File: config.mk
export PLATFORM = sky130hd
export DESIGN_NAME = ogr_regs
export DESIGN_NICKNAME = d
export VERILOG_FILES = /design/src/ogr_pkg.sv /design/src/ogr_id_lock.sv /design/src/ogr_rom_xlate.sv /design/src/ogr_regs.sv
export SDC_FILE = /design/constraint.sdc
export NUM_CORES = 1
export LEC_CHECK = 0
export BUFFER_PORTS_ARGS = -buffer_cell sky130_fd_sc_hd__buf_4
export CAP_MARGIN = 20
export CORE_UTILIZATION = 58
export CTS_CLUSTER_SIZE = 14
export DETAILED_ROUTE_END_ITERATION = 7
export PLACE_DENSITY = 0.86
export SETUP_SLACK_MARGIN = 0.2
export SLEW_MARGIN = 25
export SYNTH_ARGS = -nofsm -noshare
export SYNTH_HDL_FRONTEND = slang
export SYNTH_SLANG_ARGS = --single-unit
export TNS_END_PERCENT = 10
File: constraint.sdc
create_clock -name mclk -period 5.96 [get_ports mclk]
set_input_delay 1.192 -clock mclk [delete_from_list [all_inputs] [get_ports mclk]]
set_output_delay 1.192 -clock mclk [all_outputs]
set_load 0.01 [all_outputs]
File: src/ogr_pkg.sv
// Shared constants for the unique-ID, ROM map and failed-write register bank
package ogr_pkg;
    localparam logic [7:0]  ADDR_UID_UPPER    = 8'h24;
    localparam logic [7:0]  ADDR_UID_LOWER    = 8'h28;
    localparam logic [7:0]  ADDR_ROM_MAP_BASE = 8'h34;
    localparam logic [7:0]  ADDR_FAIL_OFF_LOW = 8'h38;
    localparam logic [7:0]  ADDR_FAIL_SRC_HI  = 8'h3c;
    localparam logic [7:0]  ADDR_MAKER_ID     = 8'h40;
    localparam logic [7:0]  ADDR_ID_STATUS    = 8'h44;
    localparam logic [31:0] UID_RESET         = 32'h0000_0000;
    localparam logic [31:0] ROM_MAP_RESET     = 32'h0000_0000;
    localparam logic [31:0] UNMAPPED_READ     = 32'h0000_0000;
    localparam int          ROM_BASE_LSB      = 10;
    localparam int          ROM_OFF_BITS      = 10;
    localparam int          BUS_NUM_LSB       = 22;
    localparam int          NODE_NUM_LSB      = 16;
    localparam int          OFF_HIGH_LSB      = 0;
    localparam int          STAT_LOCKED_BIT   = 0;
    localparam int          STAT_EEPROM_BIT   = 1;
    localparam int          STAT_CAPTURED_BIT = 2;
    // ROM window: offsets 0xFFFF_F000_0400 .. 0xFFFF_F000_07FF
    localparam logic [47:0] ROM_WIN_LOW       = 48'hffff_f000_0400;
    localparam logic [47:0] ROM_WIN_HIGH      = 48'hffff_f000_07ff;
    typedef enum logic [1:0] {OGR_ID_EMPTY, OGR_ID_LOCKED} ogr_id_state_t;
endpackage : ogr_pkg

File: src/ogr_id_lock.sv
// Write-once holder of the 64-bit node unique ID
`timescale 1ns/100ps
module ogr_id_lock
(
    input  wire logic        mclk,
    input  wire logic        clear_n,
    input  wire logic        load_valid,
    input  wire logic [63:0] load_data,
    output logic      [63:0] id_value,
    output logic             locked
);
    ogr_pkg::ogr_id_state_t state;
    ogr_pkg::ogr_id_state_t next_state;
    logic                   take_load;

    // A load is accepted only while still empty; later loads are dropped
    assign take_load = load_valid && (state == ogr_pkg::OGR_ID_EMPTY);
    assign locked    = (state == ogr_pkg::OGR_ID_LOCKED);

    // One load moves the holder into the locked state for good
    always_comb
    begin
        next_state = state;
        case (state)
            ogr_pkg::OGR_ID_EMPTY:
            begin
                if (load_valid)
                    next_state = ogr_pkg::OGR_ID_LOCKED;
            end
            default:
                next_state = ogr_pkg::OGR_ID_LOCKED;
        endcase
    end

    // Cleared by every reset source
    always_ff @(posedge mclk)
    begin
        if (!clear_n)
        begin
            state    <= ogr_pkg::OGR_ID_EMPTY;
            id_value <= {ogr_pkg::UID_RESET, ogr_pkg::UID_RESET};
        end
        else
        begin
            state <= next_state;
            if (take_load)
                id_value <= load_data;
        end
    end

    id_frozen_a: assert property (@(posedge mclk) disable iff (!clear_n)
        locked |=> (id_value == $past(id_value)))
        else $error("unique ID changed after lock");
endmodule : ogr_id_lock

File: src/ogr_rom_xlate.sv
// Maps 1394 ROM window quadlet reads onto host memory addresses
`timescale 1ns/100ps
module ogr_rom_xlate
(
    input  wire logic        mclk,
    input  wire logic        rst_n,
    input  wire logic        rd_valid,
    input  wire logic [47:0] rd_offset,
    input  wire logic [31:0] base,
    output logic             host_valid,
    output logic      [31:0] host_addr
);
    logic        in_window;
    logic [31:0] sum_addr;

    // Window check and base plus low ten offset bits
    assign in_window = (rd_offset >= ogr_pkg::ROM_WIN_LOW)
                    && (rd_offset <= ogr_pkg::ROM_WIN_HIGH);
    assign sum_addr  = base + {22'h0,
                       rd_offset[ogr_pkg::ROM_OFF_BITS-1:0]};

    // Registered so the host address is a flip-flop output
    always_ff @(posedge mclk)
    begin
        if (!rst_n)
        begin
            host_valid <= 1'b0;
            host_addr  <= 32'h0000_0000;
        end
        else
        begin
            host_valid <= rd_valid && in_window;
            if (rd_valid && in_window)
                host_addr <= sum_addr;
        end
    end

    xlate_sum_a: assert property (@(posedge mclk) disable iff (!rst_n)
        (rd_valid && in_window) |=> host_valid
            && host_addr == $past(base) + {22'h0, $past(rd_offset[9:0])})
        else $error("ROM address not base plus low offset");
endmodule : ogr_rom_xlate

File: src/ogr_regs.sv
// Unique-ID, ROM mapping, failed-write and maker identity registers
//
// What this block does
// - Both unique-ID registers clear to zero on hardware reset, meaning invalid.
// - With EEPROM present, ID loads via EEPROM port then stays locked.
// - Without EEPROM, firmware loads the ID once; then it stays locked.
// - Fundamental, global and power-on reset all clear the unique ID.
// - Upper ID register shows the top 32 bits of the node ID.
// - Lower ID register shows bottom 32 bits, same load and lock.
// - ROM window quadlet reads map to base plus low ten offset bits.
// - ROM map base bits 31:10 read/write, bits 9:0 read zero.
// - A failed posted write records its details in the error registers.
// - Low error register holds destination offset bits 31:0.
// - High error register bits 31:22 bus number, 21:16 node number.
// - High error register bits 15:0 hold destination offset bits 47:32.
// - Error registers are undefined after reset until a capture occurs.
// - Maker identity is read-only, fixed; writes are ignored.
//
// Local design decision: the Avalon-MM slave port.
`timescale 1ns/100ps
module ogr_regs
#(
    // Arbitrary neutral identity value, not any real organisation code
    parameter logic [31:0] MAKER_CODE = 32'h0012_3456
)
(
    input  wire logic        mclk,
    input  wire logic        rst_n,
    input  wire logic        pcie_reset_n,
    input  wire logic        global_reset_input_n,
    input  wire logic        por_n,
    input  wire logic        eeprom_present,
    input  wire logic        eeprom_id_valid,
    input  wire logic [63:0] eeprom_id_data,
    input  wire logic [7:0]  avs_address,
    input  wire logic        avs_read,
    input  wire logic        avs_write,
    input  wire logic [31:0] avs_writedata,
    input  wire logic [3:0]  avs_byteenable,
    output logic      [31:0] avs_readdata,
    output logic             avs_waitrequest,
    input  wire logic        rom_rd_valid,
    input  wire logic [47:0] rom_rd_offset,
    output logic             rom_host_valid,
    output logic      [31:0] rom_host_addr,
    input  wire logic        post_fail,
    input  wire logic [47:0] post_fail_offset,
    input  wire logic [15:0] post_fail_source
);
    ////////////////////////////////////////////////////////////////////////
    // Reset source and EEPROM-present synchronisers (pins from outside this clock domain)
    logic [1:0] pcie_sync;
    logic [1:0] global_reset_input_sync;
    logic [1:0] por_sync;
    logic [1:0] eep_sync;
    logic       id_clear_n;

    // Two flops each before any logic sees the pin levels
    always_ff @(posedge mclk)
    begin
        pcie_sync <= {pcie_sync[0], pcie_reset_n};
        global_reset_input_sync <= {global_reset_input_sync[0], global_reset_input_n};
        por_sync  <= {por_sync[0], por_n};
        eep_sync  <= {eep_sync[0], eeprom_present};
    end

    // Any one reset source clears the ID holder
    assign id_clear_n = rst_n && pcie_sync[1] && global_reset_input_sync[1]
                     && por_sync[1];

    ////////////////////////////////////////////////////////////////////////
    // Bus decode
    logic        sel_upper;
    logic        sel_lower;
    logic        sel_rom;
    logic        sel_off_low;
    logic        sel_src_hi;
    logic        sel_maker;
    logic        sel_status;
    logic        wr_upper;
    logic        wr_lower;
    logic        wr_rom;
    logic        ack;

    // One wait state: answer comes at the second edge of the request
    assign avs_waitrequest = (avs_read || avs_write) && !ack;

    assign sel_upper   = (avs_address == ogr_pkg::ADDR_UID_UPPER);
    assign sel_lower   = (avs_address == ogr_pkg::ADDR_UID_LOWER);
    assign sel_rom     = (avs_address == ogr_pkg::ADDR_ROM_MAP_BASE);
    assign sel_off_low = (avs_address == ogr_pkg::ADDR_FAIL_OFF_LOW);
    assign sel_src_hi  = (avs_address == ogr_pkg::ADDR_FAIL_SRC_HI);
    assign sel_maker   = (avs_address == ogr_pkg::ADDR_MAKER_ID);
    assign sel_status  = (avs_address == ogr_pkg::ADDR_ID_STATUS);

    // Writes count only at the accepting edge
    assign wr_upper = avs_write && !avs_waitrequest && sel_upper;
    assign wr_lower = avs_write && !avs_waitrequest && sel_lower;
    assign wr_rom   = avs_write && !avs_waitrequest && sel_rom;

    ////////////////////////////////////////////////////////////////////////
    // Unique ID: firmware stages two halves, the upper write commits both
    logic [31:0] fw_lower_stage;
    logic        fw_load;
    logic        eep_load;
    logic        id_load;
    logic [63:0] id_load_data;
    logic [63:0] id_value;
    logic        id_locked;

    // EEPROM path only when present, firmware path only when absent
    assign eep_load     = eep_sync[1] && eeprom_id_valid;
    assign fw_load      = !eep_sync[1] && wr_upper;
    assign id_load      = eep_load || fw_load;
    assign id_load_data = eep_load ? eeprom_id_data
                                   : {avs_writedata, fw_lower_stage};

    // Lower half staged so the pair locks atomically
    always_ff @(posedge mclk)
    begin
        if (!id_clear_n)
            fw_lower_stage <= ogr_pkg::UID_RESET;
        else if (wr_lower && !id_locked)
            fw_lower_stage <= avs_writedata;
    end

    ogr_id_lock u_id_lock
    (
        .mclk       (mclk),
        .clear_n    (id_clear_n),
        .load_valid (id_load),
        .load_data  (id_load_data),
        .id_value   (id_value),
        .locked     (id_locked)
    );

    ////////////////////////////////////////////////////////////////////////
    // ROM map base and translation
    logic [31:0] rom_base;

    // Low ten bits never stored, so they always read zero
    always_ff @(posedge mclk)
    begin
        if (!rst_n)
            rom_base <= ogr_pkg::ROM_MAP_RESET;
        else if (wr_rom)
            rom_base <= {avs_writedata[31:ogr_pkg::ROM_BASE_LSB],
                         10'h000};
    end

    ogr_rom_xlate u_rom_xlate
    (
        .mclk       (mclk),
        .rst_n      (rst_n),
        .rd_valid   (rom_rd_valid),
        .rd_offset  (rom_rd_offset),
        .base       (rom_base),
        .host_valid (rom_host_valid),
        .host_addr  (rom_host_addr)
    );

    ////////////////////////////////////////////////////////////////////////
    // Failed posted-write capture
    logic [31:0] fail_off_low;
    logic [31:0] fail_src_high;
    logic        captured;

    // Contents not reset: meaningless until the first capture
    always_ff @(posedge mclk)
    begin
        if (post_fail)
        begin
            fail_off_low  <= post_fail_offset[31:0];
            fail_src_high <= {post_fail_source,
                              post_fail_offset[47:32]};
        end
    end

    // Capture flag lets software know the pair is trustworthy
    always_ff @(posedge mclk)
    begin
        if (!rst_n)
            captured <= 1'b0;
        else if (post_fail)
            captured <= 1'b1;
    end

    ////////////////////////////////////////////////////////////////////////
    // Read mux and acknowledge
    logic [31:0] next_readdata;
    logic [31:0] status_word;

    assign status_word = {29'h0, captured, eep_sync[1], id_locked};

    // Unmapped addresses read zero; writes there are dropped
    assign next_readdata =
          sel_upper   ? id_value[63:32]
        : sel_lower   ? id_value[31:0]
        : sel_rom     ? rom_base
        : sel_off_low ? fail_off_low
        : sel_src_hi  ? fail_src_high
        : sel_maker   ? MAKER_CODE
        : sel_status  ? status_word
        : ogr_pkg::UNMAPPED_READ;

    // Ack pulses one cycle after the request rises
    always_ff @(posedge mclk)
    begin
        if (!rst_n)
        begin
            ack          <= 1'b0;
            avs_readdata <= 32'h0000_0000;
        end
        else
        begin
            ack <= (avs_read || avs_write) && !ack;
            if (avs_read && !ack)
                avs_readdata <= next_readdata;
        end
    end

    ////////////////////////////////////////////////////////////////////////
    // Checks
    rom_low_zero_a: assert property (@(posedge mclk) disable iff (!rst_n)
        rom_base[9:0] == 10'h000)
        else $error("ROM base low bits not zero");

    rom_write_a: assert property (@(posedge mclk) disable iff (!rst_n)
        wr_rom |=> rom_base[31:10] == $past(avs_writedata[31:10]))
        else $error("ROM base write lost");

    id_clear_a: assert property (@(posedge mclk)
        !id_clear_n |=> id_value == 64'h0 && !id_locked)
        else $error("unique ID not cleared by reset");

    fw_lock_a: assert property (@(posedge mclk) disable iff (!id_clear_n)
        (id_locked && wr_upper) |=> id_value == $past(id_value))
        else $error("firmware changed locked ID");

    eep_load_a: assert property (@(posedge mclk) disable iff (!id_clear_n)
        (eep_load && !id_locked) |=> id_locked
            && id_value == $past(eeprom_id_data))
        else $error("EEPROM ID not loaded");

    pair_cap_a: assert property (@(posedge mclk) disable iff (!rst_n)
        post_fail |=> fail_off_low == $past(post_fail_offset[31:0])
            && fail_src_high == {$past(post_fail_source),
                                 $past(post_fail_offset[47:32])})
        else $error("failed write pair not captured together");

    cap_flag_a: assert property (@(posedge mclk) disable iff (!rst_n)
        post_fail |=> captured)
        else $error("capture flag not set");

    maker_read_a: assert property (@(posedge mclk) disable iff (!rst_n)
        (avs_read && !ack && sel_maker) |=> avs_readdata == MAKER_CODE)
        else $error("maker identity wrong");

    upper_read_a: assert property (@(posedge mclk) disable iff (!rst_n)
        (avs_read && !ack && sel_upper) |=> avs_readdata == id_value[63:32])
        else $error("upper ID read wrong");
endmodule : ogr_regs

# [Yosys cells after proc, flatten, opt, wreduce, memory -nomap -nowiden]
# Cells that the tools add are included.
[word_totals] reg_bits=258
[classes] n_reduce_logical=22 addsub=1 n_eq_ne=8 n_lt_le_gt_ge=2 muxes=10
[op_table] operator="32-bit two-way mux" count=5
[op_table] operator="64-bit two-way mux" count=1
[op_table] operator="48-bit greater-or-equal comparator (second input constant)" count=1
[op_table] operator="48-bit <= comparator (second input constant)" count=1
[op_table] operator="8-bit by 6-bit == test with 1-bit output (second input constant)" count=5
[op_table] operator="32-bit by 10-bit adder with 32-bit output" count=1
[op_table] operator="21-bit two-way mux" count=1
[op_table] operator="8-bit by 7-bit == test with 1-bit output (second input constant)" count=2
[op_table] operator="1-bit logical AND" count=15
[op_table] operator="1-bit zero test" count=4
[op_table] operator="3-bit two-way mux" count=1
[op_table] operator="2-bit zero test" count=1
[op_table] operator="1-bit logical OR" count=2
[op_table] operator="1-bit two-way mux" count=2
[op_table] operator="2-bit by 1-bit != test with 1-bit output (second input constant)" count=1

# [Logic depth before layout (Yosys ltp)]
[logic_depth] depth_word=9 depth_mapped=8 ltp_nobuf=4

# [Cells and area by module]
# From an unflattened synthesis, not the netlist that was laid out.
[unflattened] cells_unflattened=1288 hier_area_um2=12092.8
[by_module_without_submodules] mod="ogr_regs" n_inst=1 cells_per_inst=745 area_each_um2=7302.0 seq_area_each_um2=3843.7
[by_module_without_submodules] mod="ogr_id_lock" n_inst=1 cells_per_inst=280 area_each_um2=2657.5 seq_area_each_um2=1301.2
[by_module_without_submodules] mod="ogr_rom_xlate" n_inst=1 cells_per_inst=263 area_each_um2=2133.3 seq_area_each_um2=660.6

# [Worst setup path after synthesis]
# OpenSTA, ideal clock, no wires.
[synth_timing] kind="input port to flip-flop" from="in avs_address[4]" to="reg u_id_lock.id_value[10]" n_path_buf=4 cell_stages=8 slack_ns=2.835 setup_time_ns=0.117 arrival_ns=3.008 cell_sequence="buf_2 > or4b_4 > o41a_1 > buf_2 > clkbuf_1 > clkbuf_1 > o211ai_1 > nand2_1"
[synth_between] elab_chain_cells=5
[synth_rtl] item="start: declaration" line_no="ogr_regs.sv:35" text="input wire logic [7:0] avs_address,"
[synth_rtl] item="8-bit by 6-bit == test with 1-bit output" line_no="ogr_regs.sv:88" text="assign sel_upper = (avs_address == ogr_pkg::ADDR_UID_UPPER);"
[synth_rtl] item="1-bit logical AND" line_no="ogr_regs.sv:97" text="assign wr_upper = avs_write && !avs_waitrequest && sel_upper;"
[synth_rtl] item="1-bit logical AND" line_no="ogr_regs.sv:113" text="assign fw_load = !eep_sync[1] && wr_upper;"
[synth_rtl] item="1-bit logical OR" line_no="ogr_regs.sv:114" text="assign id_load = eep_load || fw_load;"
[synth_rtl] item="1-bit logical AND" line_no="ogr_id_lock.sv:17" text="assign take_load = load_valid && (state == ogr_pkg::OGR_ID_EMPTY);"
[synth_rtl] item="end signal: assignment" line_no="ogr_id_lock.sv:41" text="id_value <= {ogr_pkg::UID_RESET, ogr_pkg::UID_RESET};"
[synth_rtl] item="end signal: assignment" line_no="ogr_id_lock.sv:47" text="id_value <= load_data;"
[synth_rtl] item="end: declaration" line_no="ogr_id_lock.sv:9" text="output logic [63:0] id_value,"
# No other way between the ends.
# A chain may end at the register's enable or synchronous reset.

# [Worst setup path in the final report]
[layout_timing] from="in avs_address[2]" to="reg u_id_lock.id_value[53]"
# The elaborated chain is that of the path after synthesis.

==> impl_metrics.json <==
{
  "max_stage_delay_ns": 0.75,
  "die_w_um": 144.6,
  "ios": 297,
  "cp_max_fo": 92,
  "wl_per_cell_um": 19.81,
  "drv_slew": 0,
  "grt_pass1_wl_mm": 51.59,
  "cts_tree": "built",
  "drive_gt1_frac": 0.2490,
  "rrSetupSlack_ns": 3.46,
  "peakVddDrop_v": 0.0002003,
  "synth_top_cell_area_share": 0.3291,
  "pwr-share-comb": 0.093,
  "hpwl_mm": 23.55,
  "antenna_cells": 0,
  "cts_buffers": 27,
  "p_leak_nw": 5.948,
  "syn_area_mm2": 0.01180,
  "holdBufCountCts": 0,
  "syn_nets": 1475,
  "synthTopCellsByArea": "dfxtp_1 (33%), edfxtp_1 (16%), mux2i_1 (12%)",
  "finalSetupTns_ns": 0,
  "finalHoldViolCount": 0,
  "gp_congestion": 0.8641,
  "die_area_mm2": 0.02092,
  "min_path_type": "reg -> reg",
  "fmax_ghz": 0.2663,
  "cp_slowest_cell": "o41a_2",
  "cts.clk_slew.worst_paths_ns": 0.06,
  "outcome": "finished, final reports clean",
  "fin_crit_sh": 0.6299,
  "clk_latency_ns": 0.55,
  "gr-total-overflow": 0,
  "portBuffers": 292,
  "fp.dieH_um": 144.6,
  "swShare": 0.2289,
  "routed.top_layer": "met4",
  "maxCapViolations": 0,
  "vias": 10590,
  "setup_viol": 0,
  "areaGrowthSynthToFinish_pct": 26.53,
  "start_util": 0.5985,
  "p_clk_frac": 0.435,
  "drtAntennaViolNets": 0,
  "n_fill_cell": 1394,
  "critPathKind": "in -> reg",
  "yosysMostFrequentCell": "nand2_1",
  "rsz0062_at_grt": "no",
  "synth_cell_types": 56,
  "drtIter0Drc": 1193,
  "drc": 0,
  "synth_edf_count": 64,
  "power.density_mw_per_mm2": 265.4,
  "start_kind": "primary input",
  "antenna_found_initial": 0,
  "path_common_cell": "buf_4",
  "required_ns": 6.44,
  "placed_cell_area_mm2": 0.01398,
  "root_buffer": "clkbuf_16",
  "first_global_vias": 9470,
  "cts_max_path_buffers": 3,
  "synthTopCellsByCount": "nand2_1 (222), dfxtp_1 (194), mux2i_1 (147), clkbuf_1 (85), o211ai_1 (70)",
  "dr_wl_met3_mm": 4.185,
  "ctsHtreeMaxLevel": 1,
  "total_power_mw": 3.963,
  "p_sw_mw": 0.9073,
  "synthFlopType": "dfxtp_1",
  "final_area_mm2": 0.01493,
  "path_cells": "buf_4 -> or4b_4 -> o41a_2 -> buf_4 -> or4_1 -> nand2_1",
  "via_per_inst": 6.073,
  "crit_arrival_ns": 4.24,
  "cts_resized": 0,
  "slew_headroom": 0.2733,
  "syn_area_per_cell_um2": 9.487,
  "worst_pin_slew_ns": 1.090,
  "ys_ff_latch": 258,
  "p_int_mw": 3.056,
  "dr.pass1.iters": 6,
  "grt_usage": 0.3208,
  "cts_setup_buffers": 0,
  "routed_wl_mm": 34.53,
  "yosysSeqAreaShare": 0.4919,
  "clock_sinks": 258,
  "grt_max_degree": 132,
  "syn_inst": 1244,
  "async_reset_ff_frac": 0,
  "final.min_clock_period_ns": 3.754,
  "rows": 51,
  "fin_util": 0.7573,
  "yosys.area.top_type": "dfxtp_1",
  "critPathCaptureType": "register",
  "yosys_warnings": 0,
  "drt-met1-wl_mm": 14.90,
  "finClkSkew_ns": 0.02484,
  "coreArea_mm2": 0.01972,
  "fin_nets": 1689,
  "pwr-share-seq": 0.472,
  "met2_length_mm": 14.73
}
## worst max-delay path, delay by kind of cell
family,cells,cell delay (ns)
buffers and inverters,2,0.88
AND/OR/NAND/NOR,3,1.37
AO/OA/AOI/OAI,1,0.75
## per-layer routing
| layer | up-vias | GRT usage |
|---|---|---|
| met5 | - | 0 |
| met4 | 0 | 0.07922 |
| met3 | 48 | 0.07616 |
| met2 | 605 | 0.4656 |
| met1 | 4942 | 0.4756 |
| li1 | 4991 | - |
## power by group through the flow
stage | registers, mW | clock network [mW] | logic, mW
6_report | 1.87 | 1.73 | 0.368
4_1_cts | 1.87 | 1.73 | 0.361
2_1_floorplan | 1.91 | 0 | 0.159
3_5_place_dp | 1.91 | 0 | 0.358
3_3_place_gp | 1.91 | 0 | 0.353
5_1_grt | 1.87 | 1.81 | 0.392
## kinds of logic after synthesis
family,count (synthesis),share of synthesized area
mux,152,0.1295
buf+inv,140,0.04729
compound gates,231,0.1343
simple gates,463,0.1970
flops,258,0.4919
## through the flow
step / hold WS (ns) / std cells / setup WS, ns
after detailed placement: 0.3121 / 1692 / 1.705
final: 0.3287 / 1743 / 2.206
after global placement: 0.3125 / 1691 / 1.760
after global routing: 0.3435 / 1743 / 2.066
after CTS: 0.3291 / 1741 / 2.252
after floorplan: 0.3096 / 1244 / 2.835
## path summary, 6_finish.rpt
check / start / cells past startpoint / end
min reg2reg: global_reset_input_sync[0]$_DFF_P_ / 0 / global_reset_input_sync[1]$_DFF_P_
min: global_reset_input_sync[0]$_DFF_P_ / 0 / global_reset_input_sync[1]$_DFF_P_
max reg2reg: ack$_SDFF_PN0_ / 5 / u_id_lock.id_value[53]$_SDFFE_PN0P_
max: avs_address[2] / 6 / u_id_lock.id_value[53]$_SDFFE_PN0P_
## final cells by class
class                           count  area [um^2]  share of cell area
Multi-Input combinational cell    846         5492              0.3678
Timing Repair Buffer              304         2306              0.1544
Tap cell                          265        331.6             0.02221
Sequential cell                   258         5809              0.3891
Clock inverter                     12        141.4            0.009469
Clock buffer                       37        773.2             0.05178
Inverter                           21        78.83            0.005279
## placed cells by master, fill, tap and decap left out, types with 4 or more instances in the layout
cell type and n:
a211o_1 5, a211oi_1 19, a21boi_0 7, a21oi_1 36
a31oi_1 9, and3_1 5, buf_4 302, clkbuf_1 4
clkbuf_16 27, clkbuf_8 6, clkinv_2 6, dfxtp_1 193
edfxtp_1 64, inv_1 20, mux2_2 5, mux2i_1 147
nand2_1 221, nand2b_1 6, nand4_1 7, nor2_1 39
nor3_1 61, o211ai_1 70, o21a_1 6, o21ai_0 35
o22ai_1 6, o31ai_1 20, or3_1 20, or4_1 66
## registers in the layout, indices dropped and copies added, names as in the netlist, 22 cells and up
name,cells
avs_readdata,32
u_rom_xlate.host_addr,32
fail_src_high,32
fw_lower_stage,32
rom_base,22
u_id_lock.id_value,64
fail_off_low,32
Note: power is estimated with default switching activity, not from simulation.
